### src/design/splice_pkg.sv
// Constants and types shared by the splice-request field composer
package splice_pkg;

    // Field widths
    localparam int unsigned SRC_W     = 4;   // Cue-source code width, top of event id
    localparam int unsigned EVNUM_W   = 28;  // Generated event number width
    localparam int unsigned EVID_W    = 32;  // Full splice event identifier
    localparam int unsigned BYTE_W    = 8;   // Stream byte width
    localparam int unsigned MSG_BYTES = 14;  // Bytes in one splice-request field block
    localparam int unsigned MSG_W     = MSG_BYTES * BYTE_W;
    localparam int unsigned IDX_W     = 4;   // Byte index counter width

    // Byte positions within the field block
    localparam logic [IDX_W-1:0] IDX_TYPE     = 4'h0;
    localparam logic [IDX_W-1:0] IDX_PREROLL  = 4'h7;
    localparam logic [IDX_W-1:0] IDX_BREAK    = 4'h9;
    localparam logic [IDX_W-1:0] IDX_AUTORET  = 4'hD;
    localparam logic [IDX_W-1:0] IDX_LAST     = 4'hD;

    // Insert type codes
    localparam logic [7:0] TYPE_START_NORMAL = 8'h01;
    localparam logic [7:0] TYPE_START_IMMED  = 8'h02;
    localparam logic [7:0] TYPE_END_NORMAL   = 8'h03;
    localparam logic [7:0] TYPE_END_IMMED    = 8'h04;
    localparam logic [7:0] TYPE_CANCEL       = 8'h05;

    // Cue-source codes and their meanings
    typedef enum logic [SRC_W-1:0] {
        SRC_EMBEDDED   = 4'h0,  // Cue embedded in the source material
        SRC_AUTOMATION = 4'h4,  // Automation switching
        SRC_LIVE_EVENT = 4'h8,  // Live event trigger system
        SRC_LOCAL_REPL = 4'hC   // Local content replacement
    } cue_src_t;

    // Fixed auto-return flag and reset values
    localparam logic [7:0]         AUTO_RETURN_FLAG = 8'h00;
    localparam logic [EVNUM_W-1:0] EVNUM_RESET      = 28'h0000000;
    localparam logic [EVID_W-1:0]  EVID_RESET       = 32'h00000000;

endpackage

### src/design/event_num_if.sv
// Carrier between the composer and its event number generator
interface event_num_if;
    logic                            advance;  // One-cycle pulse: number consumed
    logic [splice_pkg::EVNUM_W-1:0]  number;   // Current event number

    modport gen  (input advance, output number);
    modport user (output advance, input number);
endinterface

### src/design/splice_fields.sv
// Composer of the splice-request fields of a cue message, sent byte by byte
// Notes on behaviour
// (RULE1) Cue source accepts only 0, 4, 8, 12
// (RULE2) Sources: embedded, automation, live, local replacement
// (RULE3) Event number generated internally, low 28 bits
// (RULE4) Event id joins source and generated number
// (RULE5) Program id is a two-byte unsigned field
// (RULE6) Pre-roll ms, used only for normal types
// (RULE7) Break tenths, used only for start types
// (RULE8) Avail number 8 bits, zero means unused
// (RULE9) Avails expected 8 bits, zero voids avail
// (RULE10) Auto-return needs flag, duration, start type
// (RULE11) Auto-return flag fixed at 0x00
// (RULE12) Insert type 8 bits, five operations
// (RULE13) Event id: source in top four bits
module splice_fields
    import splice_pkg::*;
(
    input  wire logic                  mclk,           // System clock, 100 MHz
    input  wire logic                  rst_n,          // Synchronous reset, active low
    input  wire logic                  reqValid,       // Configuration offers a request
    output logic                       reqReady,       // Composer idle, request can be taken
    input  wire logic [7:0]            insertType,     // Splice insert type
    input  wire logic [SRC_W-1:0]      cueSource,      // Cue-source code
    input  wire logic [15:0]           programId,      // Unique program identifier
    input  wire logic [15:0]           preRollMs,      // Pre-roll in milliseconds
    input  wire logic [15:0]           breakTenths,    // Break duration in tenths of a second
    input  wire logic [7:0]            availNum,       // Avail number
    input  wire logic [7:0]            availsExpected, // Expected avail count
    output logic                       reqError,       // Pulse: request refused
    output logic                       outValid,       // Byte stream valid
    input  wire logic                  outReady,       // Inserter takes the byte
    output logic [BYTE_W-1:0]          outData,        // Field byte, most significant first
    output logic                       outFirst,       // First byte of a block
    output logic                       outLast,        // Last byte of a block
    output logic [EVID_W-1:0]          eventId,        // Event id of the block in flight
    output cue_src_t                   eventSource,    // Decoded source of that block
    output logic                       autoReturnBit   // Auto-return bit for the section
);

    typedef enum logic {ST_IDLE, ST_SEND} state_t;

    event_num_if evIf ();  // Link to the number generator

    event_counter uCounter
    (
        .mclk  (mclk),
        .rst_n (rst_n),
        .evIf  (evIf)
    );

    state_t              state_reg,    state_next;     // Sequencer state
    logic [MSG_W-1:0]    msg_reg,      msg_next;       // Bytes still to send
    logic [IDX_W-1:0]    idx_reg,      idx_next;       // Index of the byte on outData
    logic                ready_reg,    ready_next;     // Request ready
    logic                err_reg,      err_next;       // Refusal pulse
    logic                valid_reg,    valid_next;     // Stream valid
    logic [BYTE_W-1:0]   data_reg,     data_next;      // Stream byte
    logic                first_reg,    first_next;     // First flag
    logic                last_reg,     last_next;      // Last flag
    logic [EVID_W-1:0]   evid_reg,     evid_next;      // Event id
    cue_src_t            src_reg,      src_next;       // Source of block
    logic                autoRet_reg,  autoRet_next;   // Auto-return bit
    logic [7:0]          type_reg,     type_next;      // Insert type of block

    logic                srcOk;       // Source code legal
    logic                typeOk;      // Insert type legal
    logic                isStart;     // Either start type
    logic                usesPreRoll; // Normal start or normal end
    logic [15:0]         preField;    // Pre-roll as sent
    logic [15:0]         brkField;    // Break as sent
    logic [EVID_W-1:0]   newEvid;     // Id for a new block

    // Request decode: only the legal codes pass
    always_comb
    begin
        srcOk       = (cueSource[1:0] == 2'b00);                          // [RULE1]
        typeOk      = (insertType >= TYPE_START_NORMAL) && (insertType <= TYPE_CANCEL);  // [RULE12]
        isStart     = (insertType == TYPE_START_NORMAL) || (insertType == TYPE_START_IMMED);
        usesPreRoll = (insertType == TYPE_START_NORMAL) || (insertType == TYPE_END_NORMAL);
        // Ignored fields are sent as zero so the splicer never sees stale values
        preField    = usesPreRoll ? preRollMs : 16'h0000;                 // [RULE6]
        brkField    = isStart ? breakTenths : 16'h0000;                   // [RULE7]
        newEvid     = {cueSource, evIf.number};                           // [RULE4] [RULE13]
    end

    // Sequencer next state
    always_comb
    begin
        state_next   = state_reg;
        msg_next     = msg_reg;
        idx_next     = idx_reg;
        err_next     = 1'b0;
        valid_next   = valid_reg;
        data_next    = data_reg;
        first_next   = first_reg;
        last_next    = last_reg;
        evid_next    = evid_reg;
        src_next     = src_reg;
        autoRet_next = autoRet_reg;
        type_next    = type_reg;
        evIf.advance = 1'b0;
        unique case (state_reg)
            ST_IDLE:
            begin
                if (reqValid)
                begin
                    if (srcOk && typeOk)
                    begin
                        // Block layout: type, id, program, pre-roll, break, avails, flag
                        msg_next     = {insertType, newEvid, programId,   // [RULE5]
                                        preField, brkField,
                                        availNum, availsExpected,         // [RULE8] [RULE9]
                                        AUTO_RETURN_FLAG} << BYTE_W;      // [RULE11]
                        data_next    = insertType;
                        idx_next     = IDX_TYPE;
                        valid_next   = 1'b1;
                        first_next   = 1'b1;
                        last_next    = 1'b0;
                        evid_next    = newEvid;
                        src_next     = cue_src_t'(cueSource);             // [RULE2]
                        type_next    = insertType;
                        // Flag is fixed at zero, so this stays low in practice
                        autoRet_next = isStart && (AUTO_RETURN_FLAG != 8'h00)
                                       && (breakTenths != 16'h0000);      // [RULE10]
                        evIf.advance = 1'b1;                              // [RULE3]
                        state_next   = ST_SEND;
                    end
                    else
                    begin
                        err_next = 1'b1;                                  // [RULE1]
                    end
                end
            end
            ST_SEND:
            begin
                if (outReady)
                begin
                    if (idx_reg == IDX_LAST)
                    begin
                        valid_next = 1'b0;
                        last_next  = 1'b0;
                        first_next = 1'b0;
                        state_next = ST_IDLE;
                    end
                    else
                    begin
                        data_next  = msg_reg[MSG_W-1 -: BYTE_W];
                        msg_next   = msg_reg << BYTE_W;
                        idx_next   = idx_reg + 4'h1;
                        first_next = 1'b0;
                        last_next  = (idx_reg + 4'h1) == IDX_LAST;
                    end
                end
            end
        endcase
        ready_next = (state_next == ST_IDLE);
    end

    // Sequencer registers
    always_ff @(posedge mclk)
    begin
        if (!rst_n)
        begin
            state_reg   <= ST_IDLE;
            msg_reg     <= '0;
            idx_reg     <= IDX_TYPE;
            ready_reg   <= 1'b1;
            err_reg     <= 1'b0;
            valid_reg   <= 1'b0;
            data_reg    <= 8'h00;
            first_reg   <= 1'b0;
            last_reg    <= 1'b0;
            evid_reg    <= EVID_RESET;
            src_reg     <= SRC_EMBEDDED;
            autoRet_reg <= 1'b0;
            type_reg    <= 8'h00;
        end
        else
        begin
            state_reg   <= state_next;
            msg_reg     <= msg_next;
            idx_reg     <= idx_next;
            ready_reg   <= ready_next;
            err_reg     <= err_next;
            valid_reg   <= valid_next;
            data_reg    <= data_next;
            first_reg   <= first_next;
            last_reg    <= last_next;
            evid_reg    <= evid_next;
            src_reg     <= src_next;
            autoRet_reg <= autoRet_next;
            type_reg    <= type_next;
        end
    end

    // Outputs straight from registers
    assign reqReady      = ready_reg;
    assign reqError      = err_reg;
    assign outValid      = valid_reg;
    assign outData       = data_reg;
    assign outFirst      = first_reg;
    assign outLast       = last_reg;
    assign eventId       = evid_reg;
    assign eventSource   = src_reg;
    assign autoReturnBit = autoRet_reg;

    logic accepted;  // Request taken this cycle
    assign accepted = reqValid && ready_reg && srcOk && typeOk;
endmodule

### src/design/event_counter.sv
// Splice event number generator, stepped only when a number is consumed
module event_counter
    import splice_pkg::*;
(
    input  wire logic  mclk,   // System clock
    input  wire logic  rst_n,  // Synchronous reset, active low
    event_num_if.gen   evIf    // Advance request and current number
);

    logic [EVNUM_W-1:0] number_reg;   // Number handed to the next message
    logic [EVNUM_W-1:0] number_next;

    // Step once per consumed number; wraps inside 28 bits
    always_comb
    begin
        number_next = number_reg;
        if (evIf.advance)
        begin
            number_next = number_reg + 28'h0000001;  // [RULE3]
        end
    end

    // Register the number
    always_ff @(posedge mclk)
    begin
        if (!rst_n)
        begin
            number_reg <= EVNUM_RESET;
        end
        else
        begin
            number_reg <= number_next;
        end
    end

    assign evIf.number = number_reg;

endmodule

### config.mk
export PLATFORM = sky130hd
export DESIGN_NAME = splice_fields
export DESIGN_NICKNAME = d
export VERILOG_FILES = /design/src/design/splice_pkg.sv /design/src/design/event_num_if.sv /design/src/design/splice_fields.sv /design/src/design/event_counter.sv
export SDC_FILE = /design/constraint.sdc
export NUM_CORES = 1
export LEC_CHECK = 0
export BUFFER_PORTS_ARGS = -buffer_cell sky130_fd_sc_hd__buf_4
export CAP_MARGIN = 20
export CORE_MARGIN = 4
export CORE_UTILIZATION = 55
export CTS_CLUSTER_DIAMETER = 40
export DETAILED_ROUTE_END_ITERATION = 16
export PLACE_DENSITY = 0.81
export REMOVE_ABC_BUFFERS = 1
export SLEW_MARGIN = 30
export SYNTH_ARGS = -nofsm -noshare
export SYNTH_HDL_FRONTEND = slang
export SYNTH_SLANG_ARGS = --single-unit
### constraint.sdc
create_clock -name mclk -period 3.6 [get_ports mclk]
set_input_delay 0.9 -clock mclk [delete_from_list [all_inputs] [get_ports mclk]]
set_output_delay 0.9 -clock mclk [all_outputs]
set_load 0.1 [all_outputs]
==> impl_metrics.yaml <==
run_status:
  status: "finished clean"
synth:
  netlist_area_mm2: 0.00797
  synth_top_area_share_pct: 43.7
  async_reset_ff_share_pct: 0
  synth-seq-area-share_pct: 43.7
  netlist.top_cell.by_area: "dfxtp_1"
  ys_warn_count: 0
  syn_area_per_cell_um2: 9.09
  synth_seq_cells: 174
  ys_types: 48
  ys.flop_type: "dfxtp_1"
  synth_common_cells: "174 x dfxtp_1, 128 x a211oi_1, 86 x clkbuf_1, 75 x mux2i_1, 48 x nand2_1"
  synth.most_common_cell: "dfxtp_1"
  synth_edf_count: 0
  yosys-top-cells-area: "dfxtp_1 44%, a211oi_1 12%, mux2i_1 9.4%"
  synth_cells: 876
final_layout:
  diodes: 0
  num-fill-cells: 1158
  syn_to_final_growth_pct: 19.8
  layout.nets: 1021
  finish.instance_area_mm2: 0.00954
  drive_gt1_share_pct: 19.2
  largest_reg_flops: 96
clocking:
  cts_tree: "yes"
  cts_hold_buf: 0
  numCtsBuffers: 17
  clockRootBuffer: "clkbuf_16"
  cts-resized-gates: 0
  clk_pin_slew_worst_paths_ns: 0.06
  cts.sinks: 174
  h-tree-depth: 4
  clock_path_buffers: 2
  clkLatencyLatePin_ns: 0.42
  cts_setup_buffers: 0
power:
  power_per_cell_area_mw_per_mm2: 417
  power_leakage_nw: 3.10
  ir_worst_vdd_mv: 0.379
timing:
  worst_slew_pin_slew_ns: 0.743
  slew_headroom_pct: 50.5
  clock_skew_ns: 0.00888
  drv_slew: 0
  fmax_ghz: 0.357
  period_share_pct: 77.7
  whs_ns: 0.458
  post-route-min-period_ns: 2.80
  hold_viol: 0
  rsz0062_at_grt: "no"
  setup_viol: 0
hold_path:
  hold_class: "register to register"
  holdPathStages: 2
die:
  start_util_pct: 56.7
  io_pins: 130
  core_area_mm2: 0.0140
  die-area_mm2: 0.0165
  die_h_um: 128
  die-width_um: 128
  rows: 43
worst_setup_path:
  path_class: "primary input to register"
  cp-end-kind: "register"
  crit_path_start_kind: "primary input"
  worstPathArrival_ns: 3.14
  critical_path_required_ns: 3.94
  critPathMaxFanout: 31
  reg2reg_depth: 5
routing:
  wl_um: 20700
  drtIter0Drc: 677
  drc: 0
  wl_per_cell_um: 18.4
  antenna_left: 0
  vias: 7212
  drtPass1Iterations: 5
  routed_via_density: 6.39
global_routing:
  antenna_found_initial: 0
  grt_first_pass_wirelength_um: 33900
  first_global_vias: 6734
  grt_usage_pct: 25.0
  grt_overflow: 0
  grt_max_degree: 98
placed_design:
  dpl_cell_area_mm2: 0.00897
  place_congestion: 0.789
  place.port_buffers: 128
  dp.final_hpwl_um: 12500
run:
  drv_cap: 0
[path summary, 6_finish.rpt]
kind,start,end,slack [ns]
worst min-delay path,outLast,outLast,0.46
worst min register to register,outLast,outLast,0.46
worst max register to register,state_reg,msg_reg[26],1.14
worst max-delay path,insertType[3],uCounter.evIf.number[7],0.80
[worst max-delay path, cell delays in order]
cell,delay (ns)
buf_4,0.12
or3_4,0.43
or4_4,0.70
buf_4,0.29
or4_1,0.52
a21oi_1,0.16
[final cells by class]
type                            count  area (um^2)  share of cell area (%)
Clock buffer                       25          465                    4.88
Inverter                            7         28.8                   0.302
Clock inverter                      6          109                    1.14
Multi-Input combinational cell    590         4060                    42.6
Timing Repair Buffer              147         1170                    12.2
Tap cell                          180          225                    2.36
Sequential cell                   174         3490                    36.5
[layer usage]
metal	GRT usage [%]	share of wire [%]
met1	34.9	45
met2	38.2	46
met3	6.85	6.8
met4	7.37	1.8
met5	0	0
[kinds of logic (layout without fill, tap and decap cells)]
| family | count (synthesis) | count (layout) | synth area share, % |
|---|---|---|---|
| buffers and inverters | 112 | 185 | 5.89 |
| adder cells (fa/ha/maj) | 4 | 4 | 0.628 |
| XOR/XNOR | 2 | 2 | 0.220 |
| AND/OR/NAND/NOR | 197 | 197 | 12.8 |
| flip-flops | 174 | 174 | 43.7 |
| AO/OA/AOI/OAI | 311 | 311 | 27.3 |
| other | 1 | 1 | 0.0471 |
| multiplexers | 75 | 75 | 9.42 |
[cells in the final DEF (no fill, tap or decap), types with 7 or more instances in the layout]
master,instances
dfxtp_1,173
buf_4,142
a211oi_1,128
mux2i_1,75
nand2_1,48
a21oi_1,47
nand3_1,43
o21ai_0,37
nor2_1,35
a22oi_1,32
a221oi_1,32
clkbuf_16,17
nand2b_1,15
nor4_1,11
or4_1,10
o31ai_1,10
o22ai_1,9
nand4_1,7
clkbuf_1,7
[metrics by stage]
stage,utilization (%),cells,setup slack (ns),power (mW),setup TNS (ns)
finish,67.9,1129,0.802,3.98,0
global route,67.9,1129,0.712,4.10,0
CTS,67.9,1129,0.828,3.99,0
detailed placement,63.9,1098,0.373,2.18,0
global placement,63.9,1098,0.410,2.18,0
floorplan,-,771,-4.64,2.06,-555.30
[where the power goes]
part           switching [mW]  internal [mW]  total [mW]
Combinational           0.123         0.0869       0.210
Sequential            0.00383           1.93        1.93
Clock                   0.724           1.11        1.83
Power figures use the tool's default switching activity.
